<file path="src/verilog/channel_diagnostic_register_pkg.sv">
`default_nettype none
package channel_diagnostic_register_pkg;
    localparam int CHANNELS = 4;
    localparam int CHANNEL_DIAGNOSTIC_REGISTER_KINDS = 3;
    // Register byte addresses on the bus
    localparam logic [11:0] TOP_CHANNEL_DIAGNOSTIC_REGISTER_ADDR = 12'h000;
    localparam logic [11:0] CHANNEL_SUMMARY_FLAG_LO_ADDR = 12'h004;
    localparam logic [11:0] CHANNEL_SUMMARY_FLAG_HI_ADDR = 12'h008;
    localparam logic [11:0] SWITCH_ENABLE_ADDR = 12'h00c;
    localparam logic [11:0] AUTO_CLEAR_ADDR = 12'h010;
    localparam logic [11:0] CLEAR_REPORT_ADDR = 12'h014;
    localparam logic [11:0] FAULT_SELECT_ADDR = 12'h018;
    localparam logic [11:0] IRQ_STATUS_ADDR = 12'h01c;
    localparam logic [11:0] IRQ_MASK_ADDR = 12'h020;
    localparam logic [11:0] SWITCH_STATUS_ADDR = 12'h024;
    // Field positions
    localparam int TOP_SHUTDOWN_BIT = 6;
    localparam int OC_BIT = 3;
    localparam int OT_BIT = 1;
    localparam int OPEN_BIT = 0;
    localparam int NIBBLE = 4;
    // Diagnostic kind index: 0 open-load, 1 over-temp, 2 over-current, 3 shut
    localparam int KIND_OPEN = 0;
    localparam int KIND_OT = 1;
    localparam int KIND_OC = 2;
    localparam int KIND_SD = 3;
    // Reset values
    localparam logic [3:0] AUTO_CLEAR_RESET = 4'hf;
    localparam logic [3:0] FAULT_SELECT_RESET = 4'he;
    localparam logic [3:0] SWITCH_ENABLE_RESET = 4'h0;
    localparam logic [3:0] IRQ_MASK_RESET = 4'h0;
    // Persistence filter: samples a level must hold before it is believed
    localparam int FILTER_TIME_NS = 1000;
    localparam int CLOCK_PERIOD_NS = 10;
    localparam int FILTER_CYCLES = (FILTER_TIME_NS + CLOCK_PERIOD_NS - 1)
        / CLOCK_PERIOD_NS;
    localparam int FILTER_W = $clog2(FILTER_CYCLES + 1);
    // Analog comparator outputs for one channel
    typedef struct packed {
        logic over_temp;
        logic over_current;
        logic open_load;
    } sense_s;
    // Drive results for one channel
    typedef struct packed {
        logic switch_on;
        logic low_clamp;
    } drive_s;
endpackage
`default_nettype wire

</file>
<file path="src/verilog/persist_filter.sv">
`default_nettype none
// Passes a level only after it has held steady for FILTER_CYCLES clocks
module persist_filter
    import channel_diagnostic_register_pkg::*;
(
    input wire logic hclk,
    input wire logic hresetn,
    input wire logic raw,
    output logic filtered
);
    logic [FILTER_W-1:0] count; // Cycles the new level has held
    logic [FILTER_W-1:0] next_count;
    logic next_filtered;

    // Restart the count whenever the raw level flips back
    always_comb begin
        next_count = '0;
        next_filtered = filtered;
        if (raw != filtered) begin
            if (count == FILTER_W'(FILTER_CYCLES - 1)) begin
                next_filtered = raw;
            end else begin
                next_count = count + 1'b1;
            end
        end
    end

    always_ff @(posedge hclk or negedge hresetn) begin
        if (!hresetn) begin
            count <= '0;
            filtered <= 1'b0;
        end else begin
            count <= next_count;
            filtered <= next_filtered;
        end
    end
endmodule
`default_nettype wire

</file>
<file path="src/verilog/switch_fault_diagnostics.sv">
// What this block does
// Hot channel: flag, fault, switch off, low clamp
// All hot: shutdown flag, all off, low clamps
// Brief temperature excursions leave reports unchanged
// On and overcurrent: flag, fault, switch off
// Off and open load: flag, open indicator
// Open load measured only while channel off
// Enable bit 0 drives channel one
// Indicators active low, open drain
// Host selects which diagnostics drive fault
// Non-auto-clear reports held until host clears, open load only while off and overcurrent only while on
// Clearing live condition regenerates report at once
// Top register bit 6 is all-channel shutdown
// Channel pair register nibble layout fixed
// Summary flag set when channel has any flag
//
// The AHB-Lite slave port and the address map are this design's own decisions.
`default_nettype none
module switch_fault_diagnostics
    import channel_diagnostic_register_pkg::*;
(
    input wire logic hclk,
    input wire logic hresetn,
    input wire logic hsel,
    input wire logic [11:0] haddr,
    input wire logic [1:0] htrans,
    input wire logic hwrite,
    input wire logic [2:0] hsize,
    input wire logic [31:0] hwdata,
    input wire logic hready,
    output logic [31:0] hrdata,
    output logic hreadyout,
    output logic hresp,
    input wire logic [CHANNELS-1:0] channel_input_pin,
    input wire sense_s [CHANNELS-1:0] sense,
    output drive_s [CHANNELS-1:0] drive,
    output logic fault_indicator_n_o,
    output logic fault_indicator_n_oe,
    output logic open_channel_indicator_n_o,
    output logic open_channel_indicator_n_oe,
    output logic irq
);
    // Filtered comparator levels
    logic [CHANNELS-1:0] hot;
    logic [CHANNELS-1:0] over_cur;
    logic [CHANNELS-1:0] open_ld;
    // Commanded state: pin or register enable
    logic [CHANNELS-1:0] switch_enable_bits;
    logic [CHANNELS-1:0] commanded;
    // Live conditions per kind, per channel
    logic [CHANNELS-1:0] live_open, live_ot, live_oc;
    logic live_sd;
    // Held reports
    logic [CHANNELS-1:0] channel_open_load_warning;
    logic [CHANNELS-1:0] channel_overtemp_constraint;
    logic [CHANNELS-1:0] channel_overcurrent_shutdown;
    logic all_channel_overtemp_shutdown;
    logic [CHANNELS-1:0] channel_summary_flag;
    // Software registers
    logic [3:0] auto_clear_mask; // One bit per diagnostic kind
    logic [3:0] fault_select;    // Kinds that pull the fault pin
    logic [3:0] irq_status;
    logic [3:0] irq_mask;
    // Bus data-phase capture
    logic wr_pend, rd_pend;
    logic [11:0] addr_q;
    logic [31:0] rdata_c;
    logic bus_go;
    // Next values
    logic [CHANNELS-1:0] next_open, next_ot, next_oc;
    logic next_sd;
    logic [3:0] clr;
    logic [3:0] next_auto, next_fsel, next_irq_status, next_irq_mask;
    logic [CHANNELS-1:0] next_switch_enable_bits;
    // Per-kind rise of a report, feeds the interrupt status
    logic [3:0] kind_event;
    logic [3:0] kind_any;
    drive_s [CHANNELS-1:0] next_drive;
    logic next_fault_oe, next_open_oe, next_irq;
    logic [31:0] next_hrdata;

    // One filter per comparator per channel so glitches never reach reports
    // Separate filters per kind cost area but keep their timing apart
    genvar g;
    generate
        for (g = 0; g < CHANNELS; g++) begin : g_ch
            persist_filter u_ot (
                .hclk(hclk), .hresetn(hresetn),
                .raw(sense[g].over_temp), .filtered(hot[g])
            );
            persist_filter u_oc (
                .hclk(hclk), .hresetn(hresetn),
                .raw(sense[g].over_current), .filtered(over_cur[g])
            );
            persist_filter u_ol (
                .hclk(hclk), .hresetn(hresetn),
                .raw(sense[g].open_load), .filtered(open_ld[g])
            );
        end
    endgenerate

    // Live conditions; bit n of the enable drives channel n+1
    always_comb begin
        commanded = channel_input_pin | switch_enable_bits;
        // Shutdown needs every channel hot; one cool channel keeps it off
        live_sd = &hot;
        live_ot = hot;
        live_oc = commanded & over_cur;
        // Load resistance only means something while the channel is off
        live_open = ~commanded & open_ld;
    end

    // Taken when selected, ready and neither idle nor busy
    assign bus_go = hsel && hready && htrans[1];
    // Writes of one to the clear register drop held reports
    assign clr = (wr_pend && addr_q == CLEAR_REPORT_ADDR) ?
        hwdata[3:0] : 4'h0;

    // Report holding: set wins, auto-clear follows, else hold until cleared (open load while off, overcurrent while on)
    always_comb begin
        next_open = live_open;
        next_ot = live_ot;
        next_oc = live_oc;
        next_sd = live_sd;
        if (!auto_clear_mask[KIND_OPEN]) begin
            // Off channels only: a report may not persist once switched on
            next_open = live_open | (channel_open_load_warning
                & ~commanded & {CHANNELS{~clr[KIND_OPEN]}});
        end
        // Heat reports hold regardless of the command
        if (!auto_clear_mask[KIND_OT]) begin
            next_ot = live_ot | (channel_overtemp_constraint
                & {CHANNELS{~clr[KIND_OT]}});
        end
        // On channels only: a held overload drops once switched off
        if (!auto_clear_mask[KIND_OC]) begin
            next_oc = live_oc | (channel_overcurrent_shutdown
                & commanded & {CHANNELS{~clr[KIND_OC]}});
        end
        // A clear while the die is still hot is undone at once
        if (!auto_clear_mask[KIND_SD]) begin
            next_sd = live_sd | (all_channel_overtemp_shutdown
                & ~clr[KIND_SD]);
        end
    end

    // Summary flags and per-kind activity
    always_comb begin
        // Summary covers held reports, so it stays while any report stays
        channel_summary_flag = channel_open_load_warning
            | channel_overtemp_constraint
            | channel_overcurrent_shutdown;
        kind_any = {all_channel_overtemp_shutdown,
                    |channel_overcurrent_shutdown,
                    |channel_overtemp_constraint,
                    |channel_open_load_warning};
        // An event is a report that rises; a report kept alive across a
        // clear by its live cause is not seen as a new event
        kind_event = {next_sd & ~all_channel_overtemp_shutdown,
                      |(next_oc & ~channel_overcurrent_shutdown),
                      |(next_ot & ~channel_overtemp_constraint),
                      |(next_open & ~channel_open_load_warning)};
    end

    // Switch and clamp follow live faults, not held reports
    always_comb begin
        for (int i = 0; i < CHANNELS; i++) begin
            next_drive[i].switch_on = commanded[i] & ~live_ot[i]
                & ~live_oc[i] & ~live_sd;
            // Low clamp shortens turn-off while the die is too hot
            next_drive[i].low_clamp = live_ot[i] | live_sd;
        end
        // Fault pin follows held reports so a brief fault is not missed
        // Pull-down enables: asserted means driving low
        next_fault_oe = |(kind_any & fault_select);
        next_open_oe = |channel_open_load_warning;
        next_irq = |(irq_status & irq_mask);
    end

    // Register writes; interrupt status set wins over write-one-to-clear
    always_comb begin
        next_auto = auto_clear_mask;
        next_fsel = fault_select;
        next_switch_enable_bits = switch_enable_bits;
        next_irq_mask = irq_mask;
        next_irq_status = irq_status | kind_event;
        if (wr_pend) begin
            case (addr_q)
                // Bit n commands channel n+1, ORed with its pin
                SWITCH_ENABLE_ADDR: next_switch_enable_bits = hwdata[CHANNELS-1:0];
                AUTO_CLEAR_ADDR: next_auto = hwdata[3:0];
                FAULT_SELECT_ADDR: next_fsel = hwdata[3:0];
                IRQ_MASK_ADDR: next_irq_mask = hwdata[3:0];
                // Set wins: an event in the clearing cycle keeps its bit
                IRQ_STATUS_ADDR: next_irq_status = kind_event
                    | (irq_status & ~hwdata[3:0]);
                default: ;
            endcase
        end
    end

    // Read mux, sampled from current state in the data phase
    always_comb begin
        rdata_c = 32'h0;
        case (addr_q)
            TOP_CHANNEL_DIAGNOSTIC_REGISTER_ADDR: begin
                rdata_c[TOP_SHUTDOWN_BIT] = all_channel_overtemp_shutdown;
                rdata_c[CHANNELS-1:0] = channel_summary_flag;
            end
            // Two channels share a word, lower channel in the low nibble
            CHANNEL_SUMMARY_FLAG_LO_ADDR, CHANNEL_SUMMARY_FLAG_HI_ADDR: begin
                for (int p = 0; p < 2; p++) begin
                    int c;
                    c = (addr_q == CHANNEL_SUMMARY_FLAG_HI_ADDR) ? p + 2 : p;
                    rdata_c[p*NIBBLE+OC_BIT] =
                        channel_overcurrent_shutdown[c];
                    rdata_c[p*NIBBLE+OT_BIT] =
                        channel_overtemp_constraint[c];
                    rdata_c[p*NIBBLE+OPEN_BIT] =
                        channel_open_load_warning[c];
                end
            end
            SWITCH_ENABLE_ADDR: rdata_c[CHANNELS-1:0] = switch_enable_bits;
            AUTO_CLEAR_ADDR: rdata_c[3:0] = auto_clear_mask;
            FAULT_SELECT_ADDR: rdata_c[3:0] = fault_select;
            IRQ_STATUS_ADDR: rdata_c[3:0] = irq_status;
            IRQ_MASK_ADDR: rdata_c[3:0] = irq_mask;
            // Real switch state, which differs from the command on a fault
            SWITCH_STATUS_ADDR: begin
                for (int s = 0; s < CHANNELS; s++) begin
                    rdata_c[s] = drive[s].switch_on;
                end
            end
            // Unmapped words read as zero
            default: rdata_c = 32'h0;
        endcase
        next_hrdata = rd_pend ? rdata_c : 32'h0;
    end

    // Bus state: writes finish with no wait; reads take one wait state
    // because the read word is registered before it reaches the bus
    always_ff @(posedge hclk or negedge hresetn) begin
        if (!hresetn) begin
            wr_pend <= 1'b0;
            rd_pend <= 1'b0;
            addr_q <= 12'h000;
        end else begin
            wr_pend <= bus_go && hwrite;
            rd_pend <= bus_go && !hwrite;
            // Address is held over the wait state and the data phase
            if (bus_go) begin
                addr_q <= {haddr[11:2], 2'b00};
            end
        end
    end

    // A read address phase pulls hreadyout low for one cycle; in that
    // cycle the word is registered, so it stands on hrdata at the edge
    // where the master next samples hready high. Writes never stall.
    logic next_wait; // Read address phase taken at this edge
    assign next_wait = bus_go && !hwrite;

    // Every report, software register and output of the block; outputs come
    // straight from here so the pins never see combinational glitches
    always_ff @(posedge hclk or negedge hresetn) begin
        if (!hresetn) begin
            channel_open_load_warning <= '0;
            channel_overtemp_constraint <= '0;
            channel_overcurrent_shutdown <= '0;
            all_channel_overtemp_shutdown <= 1'b0;
            auto_clear_mask <= AUTO_CLEAR_RESET;
            fault_select <= FAULT_SELECT_RESET;
            switch_enable_bits <= SWITCH_ENABLE_RESET;
            irq_status <= 4'h0;
            irq_mask <= IRQ_MASK_RESET;
            drive <= '0;
            fault_indicator_n_oe <= 1'b0;
            open_channel_indicator_n_oe <= 1'b0;
            fault_indicator_n_o <= 1'b0;
            open_channel_indicator_n_o <= 1'b0;
            irq <= 1'b0;
            hrdata <= 32'h0;
            hreadyout <= 1'b1;
            hresp <= 1'b0;
        end else begin
            channel_open_load_warning <= next_open;
            channel_overtemp_constraint <= next_ot;
            channel_overcurrent_shutdown <= next_oc;
            all_channel_overtemp_shutdown <= next_sd;
            auto_clear_mask <= next_auto;
            fault_select <= next_fsel;
            switch_enable_bits <= next_switch_enable_bits;
            irq_status <= next_irq_status;
            irq_mask <= next_irq_mask;
            drive <= next_drive;
            fault_indicator_n_oe <= next_fault_oe;
            open_channel_indicator_n_oe <= next_open_oe;
            fault_indicator_n_o <= 1'b0;
            open_channel_indicator_n_o <= 1'b0;
            irq <= next_irq;
            hrdata <= next_hrdata;
            hreadyout <= !next_wait; // Low for the read wait state
            hresp <= 1'b0;
        end
    end
endmodule
`default_nettype wire
</file>
<file path="config.mk">
export PLATFORM = sky130hd
export DESIGN_NAME = switch_fault_diagnostics
export DESIGN_NICKNAME = d
export VERILOG_FILES = /design/src/verilog/channel_diagnostic_register_pkg.sv /design/src/verilog/persist_filter.sv /design/src/verilog/switch_fault_diagnostics.sv
export SDC_FILE = /design/constraint.sdc
export NUM_CORES = 1
export LEC_CHECK = 0
export BUFFER_PORTS_ARGS = -buffer_cell sky130_fd_sc_hd__buf_2
export CORE_MARGIN = 2
export CORE_UTILIZATION = 57
export CTS_CLUSTER_SIZE = 25
export DETAILED_ROUTE_END_ITERATION = 12
export PLACE_DENSITY = 0.8
export RECOVER_POWER = 25
export SYNTH_ARGS = -nofsm -noshare
export SYNTH_HDL_FRONTEND = slang
export SYNTH_SLANG_ARGS = --single-unit
</file>
<file path="constraint.sdc">
create_clock -name hclk -period 2 [get_ports hclk]
set_input_delay 0.4 -clock hclk [delete_from_list [all_inputs] [get_ports hclk]]
set_output_delay 0.4 -clock hclk [all_outputs]
set_load 0.03 [all_outputs]
</file>
==> results of run 1 <==
==> cell type report <==
type	count	area (um2)	share of cell area, %
Sequential cell	161	4040	46.9
Multi-Input combinational cell	491	3190	37.1
Clock inverter	13	159	1.84
Timing Repair Buffer	80	500	5.81
Inverter	14	52.6	0.610
Clock buffer	19	453	5.26
Antenna cell	1	2.50	0.0290
Tap cell	172	215	2.50
==> final timing paths <==
kind,from,endpoint,slack (ps)
setup / recovery,addr_q[7],irq_mask[0],80
hold / removal,haddr[9],addr_q[9],200
setup reg to reg,addr_q[7],irq_mask[0],80
hold reg to reg,g_ch[2].u_ot.count[0],g_ch[2].u_ot.count[0],460
max in group asynchronous,hresetn,auto_clear_mask[1],300
min in group asynchronous,hresetn,g_ch[2].u_oc.count[3],780
==> through the flow <==
| stage | area (um2) | hold slack, ps | TNS [ps] | setup WS [ps] |
|---|---|---|---|---|
| after floorplan | 7550 | 104 | 0 | 231 |
| after global placement | 8000 | 363 | -8.29 | -6.96 |
| after detailed placement | 8000 | 370 | -46.9 | -19.3 |
| after CTS | 8630 | 190 | 0 | 69.1 |
| after global routing | 8620 | 192 | 0 | 9.35 |
| final | 8620 | 199 | 0 | 79.4 |
==> state kept, by name, indices dropped and copies added (netlist names), 4 cells and up <==
register and cells:
g_ch.u_oc.count 28, g_ch.u_ot.count 28, fault_select 4, channel_overcurrent_shutdown 4, g_ch.u_oc.filtered 4, g_ch.u_ot.filtered 4
irq_status 4, switch_enable_bits 4, drive 8, g_ch.u_ol.filtered 4, irq_mask 4, channel_open_load_warning 4
auto_clear_mask 4, channel_overtemp_constraint 4, hrdata 8, addr_q 10, g_ch.u_ol.count 28
==> layout by cell type, fill, tap and decap left out, types with 4 or more instances in the layout <==
master / instances
a21o_1: 6
a21oi_1: 14
and2_1: 5
and3_1: 19
buf_12: 4
buf_2: 54
buf_4: 16
clkbuf_1: 4
clkbuf_16: 17
clkinv_2: 4
conb_1: 27
dfrtp_1: 153
dfstp_2: 8
ha_1: 12
inv_1: 14
mux2_2: 37
mux2i_1: 9
nand2_1: 36
nand2b_1: 7
nand3_1: 43
nand3b_1: 8
nand4_1: 5
nor2_1: 99
nor3_1: 17
nor4_1: 5
nor4b_1: 12
o211ai_1: 5
o21a_1: 5
o21ai_0: 4
o41ai_1: 4
xnor2_1: 36
xor2_1: 36
==> cells by family after synthesis <==
kind of cell               count (synthesis)
AOI/OAI and AO/OA                         56
adders and majority gates                 12
other                                      1
buffers and inverters                     57
xor gates and xnor gates                  72
and+or+nand+nor                          277
DFF                                      161
muxes                                     47
==> critical path: cells and delay by family, from the launching register on <==
family,cells,cell delay (ps)
multiplexers,1,350
AND/OR/NAND/NOR,3,1050
flip-flops,1,400
==> timing repair <==
action                     in CTS  in global routing
setup endpoints to repair      10                  1
resized for setup               1                  1
hold endpoints to repair       38                  0
hold buffers                    1                  0
==> report_power, final <==
group / internal, mW / switching [mW]
Sequential: 3.48 / 0.225
Clock: 2.02 / 1.30
Combinational: 0.391 / 0.572
Total: 5.90 / 2.10
==> routing by layer <==
layer | global-route usage [%] | part of all wire (%)
met1 | 30.9 | 44
met2 | 40.0 | 50
met3 | 5.79 | 5.2
met4 | 8.66 | 1.6
met5 | 0 | 0
==> impl_metrics.json, run 1 <==
{
  "ios": 117,
  "fin_util_pct": 68.0,
  "skew_ps": 5.00,
  "worst_pin_slew_ps": 1250,
  "synth_simple_gate_area_share_pct": 18.7,
  "antenna_left": 0,
  "nets": 847,
  "clock_path_buffers": 2,
  "rsz0062_at_grt": "false",
  "synthCells": 683,
  "wl_um": 15800,
  "fmax_mhz": 521,
  "cts_setup_buffers": 0,
  "netlist_top_cells_area": "dfrtp_1 (51%), mux2_2 (5.6%), nor2_1 (5.0%), xnor2_1 (4.2%), xor2_1 (4.2%)",
  "rows": 41,
  "vias_per_cell": 5.49,
  "synthMuxAreaShare_pct": 6.95,
  "core_area_um2": 12700,
  "reg2reg_depth": 4,
  "seq_area_frac_synth_pct": 54.2,
  "fp.dieArea_um2": 14000,
  "synth.most_common_cell": "dfrtp_1",
  "first_iter_violations": 335,
  "crit_arrival_ps": 2230,
  "cpMaxStageDelayCell": "or4_4",
  "total_power_mw": 8.00,
  "remaining_drc_errors": 0,
  "ys_ff_latch": 161,
  "synth_warnings": 0,
  "clkTransAtPathRegs_ps": 60,
  "outcome": "completed",
  "dr.pass1.iters": 5,
  "clk_latency_ps": 430,
  "layout.cells.non_filler": 951,
  "post-synth-top-area-cell": "dfrtp_1",
  "crit_fanout": 9,
  "end_kind": "flip-flop",
  "grt_overflow": 0,
  "track_usage_pct": 24.1,
  "n_fill_cell": 950,
  "synth-edff-count": 0,
  "drive_gt1_share_pct": 21.1,
  "required_ps": 2310,
  "vias": 5223,
  "portBuffers": 55,
  "synth-compound-area-share_pct": 5.30,
  "synthAdderAreaFrac_pct": 2.01,
  "numCtsBuffers": 17,
  "synthFlopType": "dfrtp_1",
  "async_reset_ff_share_pct": 100,
  "synth.top_cell.area_share_pct": 51.4,
  "tritoncts": "yes",
  "initial_utilization_pct": 58.8,
  "crit_path_start_kind": "flip-flop",
  "power.density_nw_per_um2": 928,
  "areaGrowthSynthToFinish_pct": 15.6,
  "cts.sink_count": 161,
  "cts_max_level": 4,
  "wl_per_cell_um": 16.6,
  "drv_cap": 0,
  "path_cells": "or4_4 -> nor2_2 -> nand3_1 -> mux2_2",
  "yosysUniqueCellTypes": 52,
  "period_share_pct": 96.0,
  "grt_pass1_vias": 5444,
  "netlist_area_um2": 7450,
  "setup_viol": 0,
  "hold_violations": 0,
  "hp-class": "input pin to flip-flop",
  "dp_hpwl_um": 11200,
  "grt_max_degree": 46,
  "synthTopCellsByCount": "dfrtp_1 (153), nor2_1 (99), nand3_1 (44)",
  "relSlewSlack_pct": 16.4,
  "avgSynthCellArea_um2": 10.9,
  "post_synth_xor_area_fraction_pct": 8.46,
  "vdd_drop_max_uv": 719,
  "die-width_um": 118,
  "worst-setup-path-type": "flip-flop to flip-flop",
  "grt_pass1_wl_um": 26600,
  "gp_congestion": 0.995,
  "die-height_um": 118,
  "critPathMaxStageDelay_ps": 610,
  "layout_min_cycle_time_ps": 1920,
  "power_leakage_nw": 3.93,
  "root_buffer": "clkbuf_16",
  "dp.cells": 917,
  "hold_depth": 2,
  "synth_top_family_by_area": "simple AND/OR/NAND/NOR gates",
  "drv_slew": 0,
  "grt_antenna_before_repair": 1
}
Power figures use the tool's default switching activity.
==> run 2, diff against run 1 <==
CORE_UTILIZATION = 60   (was 57)
CTS_BUF_LIST = sky130_fd_sc_hd__clkbuf_8   (was unset)
PLACE_DENSITY = 0.83   (was 0.8)
SYNTH_HIERARCHICAL = 1   (was unset)
==> run 2 against run 1 <==
  * Flip-flop and latch count stayed put
  * Register-to-register slack worse by 60 ps
  * Final cell count rose by 6.9%
  * Largest cell class unchanged
  * Setup slack worse by 63 ps
==> impl_metrics.json, run 2 <==
{
  "crit_path_start_kind": "flip-flop",
  "fin_area_um2": 8990,
  "vias_per_cell": 5.75,
  "drv_slew": 0,
  "synth-edff-count": 0,
  "crit_arrival_ps": 2320,
  "worst-setup-path-type": "flip-flop to flip-flop",
  "use_met1_pct": 30.7,
  "fin_hold_ws_ps": 182,
  "grt_util_met2_pct": 40.8,
  "nets": 910,
  "end_kind": "flip-flop",
  "remaining_drc_errors": 0,
  "clkTransAtPathRegs_ps": 80,
  "setup_viol": 0,
  "areaGrowthSynthToFinish_pct": 11.2,
  "power_leakage_nw": 3.92,
  "async_reset_ff_share_pct": 100,
  "hp-class": "input pin to flip-flop",
  "vias": 5850,
  "final_cell_mix": "dfrtp_1 (153), nor2_1 (92), buf_2 (54), nand3_1 (45)",
  "post-synth-top-area-cell": "dfrtp_1",
  "drv_cap": 0,
  "grt_antenna_before_repair": 1,
  "antennaDiodeCount": 0,
  "relSlewSlack_pct": 34.0,
  "ys_ff_latch": 161,
  "skew_ps": 10.9,
  "period_share_pct": 99.2,
  "path_cells": "or4_4 -> nor4_4 -> buf_4 -> nand2_2 -> a211o_1",
  "crit_fanout": 5,
  "grt_overflow": 0,
  "worst_pin_slew_ps": 990,
  "outcome": "completed",
  "first_iter_violations": 316,
  "wl_per_cell_um": 16.1,
  "synth.top_cell.area_share_pct": 47.4,
  "clk_latency_ps": 450,
  "gp_congestion": 0.885,
  "rows": 42,
  "vdd_drop_max_uv": 513,
  "track_usage_pct": 24.1,
  "die-height_um": 120,
  "cts.sink_count": 161,
  "hold_violations": 0,
  "total_power_mw": 7.10,
  "globalRoute.busiestLayer": "met2",
  "yosysUniqueCellTypes": 61,
  "synth_warnings": 6,
  "die-width_um": 120,
  "clock_path_buffers": 2,
  "synth.most_common_cell": "dfrtp_1",
  "grt_max_degree": 67,
  "tritoncts": "yes",
  "dr.pass1.iters": 4,
  "core_area_um2": 13200,
  "numCtsBuffers": 17,
  "synthFlopType": "dfrtp_1",
  "synthTopCellsByCount": "dfrtp_1 (153), nor2_1 (92), nand3_1 (46)",
  "met3_usage_pct": 5.75,
  "antenna_left": 0,
  "power.density_nw_per_um2": 790,
  "layout_min_cycle_time_ps": 1980,
  "cpMaxStageDelayCell": "or4_4",
  "hp-start": "haddr[10]",
  "path_delay_family": "simple AND/OR/NAND/NOR gates",
  "n_fill_cell": 988,
  "netlist_top_cells_area": "dfrtp_1 (47%), mux2_2 (5.7%), nor2_1 (4.3%), nand3_1 (2.8%), dfstp_2 (2.6%)",
  "portBuffers": 55,
  "wl_um": 16400,
  "largestRegisters": "g_ch.u_oc/count: 28 flops, g_ch.u_ol/count: 28 flops, g_ch.u_ot/count: 28 flops",
  "seq_area_frac_synth_pct": 50.0,
  "fp.dieArea_um2": 14400,
  "placed_area_um2": 8580,
  "fmax_mhz": 504,
  "initial_utilization_pct": 61.3,
  "required_ps": 2340,
  "grt_pass1_vias": 5815,
  "cts_max_level": 4,
  "critPathBufInv": 1,
  "avgSynthCellArea_um2": 10.8,
  "dp_hpwl_um": 12100,
  "grt_pass1_wl_um": 27500,
  "r2r-start": "addr_q[9]",
  "drive_gt1_share_pct": 23.7,
  "rsz0062_at_grt": "true",
  "netlist_area_um2": 8080,
  "synthCells": 748,
  "crit_start": "addr_q[9]",
  "root_buffer": "clkbuf_8",
  "fin_util_pct": 68.1,
  "ios": 117,
  "critPathMaxStageDelay_ps": 630,
  "final_common_cell": "dfrtp_1"
}
[run 2: cell count changes after synthesis, sizes merged, moves of 11 or more]
cell    change
inv        +25
o21bai     +12
xnor2      -12
xor2       -12
or3        +12
o21ai      +13
nand3      +14
and2b      +12
and3       -19
a21o       +11
and4bb     +12
a41oi      +13
[run 2: path summary, 6_finish.rpt]
kind                            slack (ps)                     to  depth (start not counted)
worst max-delay path                    20          irq_status[1]                          5
worst min-delay path                   180             addr_q[10]                          2
worst max register to register          20          irq_status[1]                          5
worst min register to register         480  g_ch[2].u_ol/count[0]                          1
max in group asynchronous              330        fault_select[1]                          3
min in group asynchronous              640              addr_q[6]                          2
[run 2: timing repair]
item	in CTS	in global routing
gates resized for setup	0	3
buffers inserted	0	1
endpoints found under the setup margin	0	7
hold buffers	1	0
endpoints found under the hold margin	36	0
[run 2: kinds of logic (layout without fill, tap and decap cells)]
family | count (synthesis) | in the layout | synth area share (%)
adders and majority gates | 12 | 12 | 1.86
AOI/OAI and AO/OA | 112 | 112 | 9.80
and+or+nand+nor | 289 | 290 | 21.8
buffers and inverters | 80 | 146 | 5.09
xor gates and xnor gates | 48 | 48 | 5.20
other | 1 | 27 | 0.0464
muxes | 45 | 45 | 6.21
DFF | 161 | 161 | 50.0
[run 2: final cells by class]
cell class	instances	area, um2	area share [%]
multi-input cells	534	3750	41.7
clock inverters	14	141	1.57
clock buffers	18	248	2.76
flip-flops and latches	161	4040	44.9
well taps	176	220	2.45
inverters	39	146	1.63
repair buffers	75	440	4.90
[run 2: power by group]
part | switching [mW] | leakage, nW | internal (mW)
clock network | 1.17 | 0.190 | 1.13
logic | 0.616 | 1.68 | 0.447
registers | 0.264 | 2.05 | 3.48
[run 2: metrics by stage]
stage | worst slack, ps | instances | TNS (ps)
after floorplan | 121 | 774 | 0
after global placement | 57.9 | 982 | 0
after detailed placement | 36.2 | 982 | 0
after CTS | 17.2 | 1015 | 0
after global routing | -24.9 | 1017 | -50.9
final | 16.5 | 1017 | 0
[run 2: worst reg2reg max path, cell delays in order, from the launching register on]
cell and delay (ps):
dfrtp_1 400, or4_4 630, nor4_4 320, buf_4 190
nand2_2 50, a211o_1 280
[run 2: metal layers]
layer	up-vias	wire length, um
li1	2752	-
met1	2891	6840
met2	179	8310
met3	26	981
met4	2	242
met5	-	11
==> run 3, diff against run 2 <==
CTS_CLUSTER_SIZE = 20   (was 25)
clock period = 2.5 ns   (was 2 ns; I/O delays follow)
==> run 3 against run 2 <==
  * Global-route usage rose by 0.53 points
  * Clock power fell by 22%
  * Combinational power fell by 23%
  * Register-to-register slack improved by 340 ps
  * Die area did not move
  * Flip-flop and latch count did not move
  * Routed wire length rose by 1.7%
  * Final area fell by 1.4%
  * Critical path type unchanged
  * Largest cell class unchanged
  * Largest power group unchanged
==> impl_metrics.json, run 3 (synthesis gave the netlist of run 2 again) <==
{
  "outcome": "completed",
  "clock_path_buffers": 2,
  "vias": 5873,
  "hold_violations": 0,
  "period_share_pct": 85.6,
  "skew_ps": 11.5,
  "die-height_um": 120,
  "fin_ws_ps": 359,
  "layout.cells.non_filler": 1005,
  "ios": 117,
  "gp_congestion": 0.901,
  "grt_pass1_vias": 5839,
  "hp-start": "haddr[8]",
  "grt_antenna_before_repair": 2,
  "required_ps": 2860,
  "nets": 897,
  "setup_viol": 0,
  "largestRegisters": "g_ch.u_oc/count: 28 flops, g_ch.u_ol/count: 28 flops, g_ch.u_ot/count: 28 flops",
  "dr.pass1.iters": 5,
  "fin_area_um2": 8860,
  "hp-class": "input pin to flip-flop",
  "crit_arrival_ps": 2500,
  "cts_max_level": 4,
  "end_kind": "flip-flop",
  "core_area_um2": 13200,
  "rsz0062_at_grt": "false",
  "wl_met3_um": 1050,
  "fin_hold_ws_ps": 257,
  "areaGrowthSynthToFinish_pct": 9.64,
  "ctsResizeCount": 0,
  "track_usage_pct": 24.7,
  "drv_slew": 0,
  "wl_met2_um": 8320,
  "portBuffers": 55,
  "grt_max_degree": 62,
  "drv_cap": 0,
  "antenna_left": 0,
  "tritoncts": "yes",
  "root_buffer": "clkbuf_8",
  "fmax_mhz": 467,
  "dp.cells": 971,
  "wl_um": 16700,
  "cts.sink_count": 161,
  "pre_cts_slack_ps": 410,
  "die-width_um": 120,
  "grt_overflow": 0,
  "final_common_cell": "dfrtp_1",
  "rows": 42,
  "final_cell_mix": "dfrtp_1 (153), nor2_1 (92), buf_2 (54), nand3_1 (46), inv_1 (43)",
  "fin_setup_tns_ps": 0,
  "crit_start": "addr_q[7]",
  "r2r-start": "addr_q[7]",
  "crit_fanout": 10,
  "power.density_nw_per_um2": 634,
  "clkTransAtPathRegs_ps": 80,
  "clk_latency_ps": 470,
  "worst-setup-path-type": "flip-flop to flip-flop",
  "power_leakage_nw": 3.86,
  "wl_met1_um": 6970,
  "vdd_drop_max_uv": 382,
  "drive_gt1_share_pct": 21.9,
  "fp.dieArea_um2": 14400,
  "numCtsBuffers": 17,
  "first_iter_violations": 469,
  "grt_pass1_wl_um": 27700,
  "layout_min_cycle_time_ps": 2140,
  "placed_area_um2": 8490,
  "relSlewSlack_pct": 8.20,
  "wl_per_cell_um": 16.6,
  "dp_hpwl_um": 12000,
  "remaining_drc_errors": 0,
  "routed.top_layer": "met5",
  "worst_pin_slew_ps": 1380,
  "initial_utilization_pct": 61.3,
  "vias_per_cell": 5.84,
  "crit_path_start_kind": "flip-flop"
}
-- run 3: critical path: stages (launching register included) --
cell and delay, ps:
dfrtp_1 380, or4_4 650, nor4b_4 580, nand2_2 180
a22o_1 240
-- run 3: final timing paths --
| kind | to | slack [ps] | cells after the start |
|---|---|---|---|
| min in group asynchronous | addr_q[10] | 880 | 2 |
| setup / recovery | channel_open_load_warning[3] | 360 | 4 |
| max in group asynchronous | fault_select[2] | 600 | 3 |
| hold reg to reg | irq_status[3] | 470 | 1 |
| setup reg to reg | channel_open_load_warning[3] | 360 | 4 |
| hold / removal | addr_q[8] | 260 | 2 |
-- run 3: layer usage --
| metal | up-vias | global-route usage [%] |
|---|---|---|
| met5 | - | 0 |
| met4 | 2 | 7.79 |
| met3 | 30 | 7.03 |
| met2 | 192 | 41.1 |
| met1 | 2916 | 31.2 |
| li1 | 2733 | - |
-- run 3: stage by stage --
stage	util [%]	power [mW]
3_3_place_gp	64.4	3.81
4_1_cts	67.2	5.67
3_5_place_dp	64.4	3.87
2_1_floorplan	-	3.61
5_1_grt	67.2	5.92
6_report	67.2	5.61
-- run 3: power by group --
part	switching, mW	leakage, nW	internal (mW)	total (mW)
Clock	0.933	0.196	0.861	1.79
Sequential	0.217	2.05	2.78	3.00
Combinational	0.483	1.62	0.338	0.821
Total	1.63	3.86	3.98	5.61
-- run 3: what timing repair did --
action	in CTS	in global routing
hold endpoints to repair	49	0
setup buffers	0	0
hold buffers	1	0
-- run 3: final cells by class --
class                           instances  area (um2)
Tap cell                              176         220
Sequential cell                       161        4040
Clock buffer                           17         234
Multi-Input combinational cell        533        3730
Fill cell                             976        4330
Timing Repair Buffer                   63         359
Inverter                               39         146
Clock inverter                         15         131
Antenna cell                            1        2.50
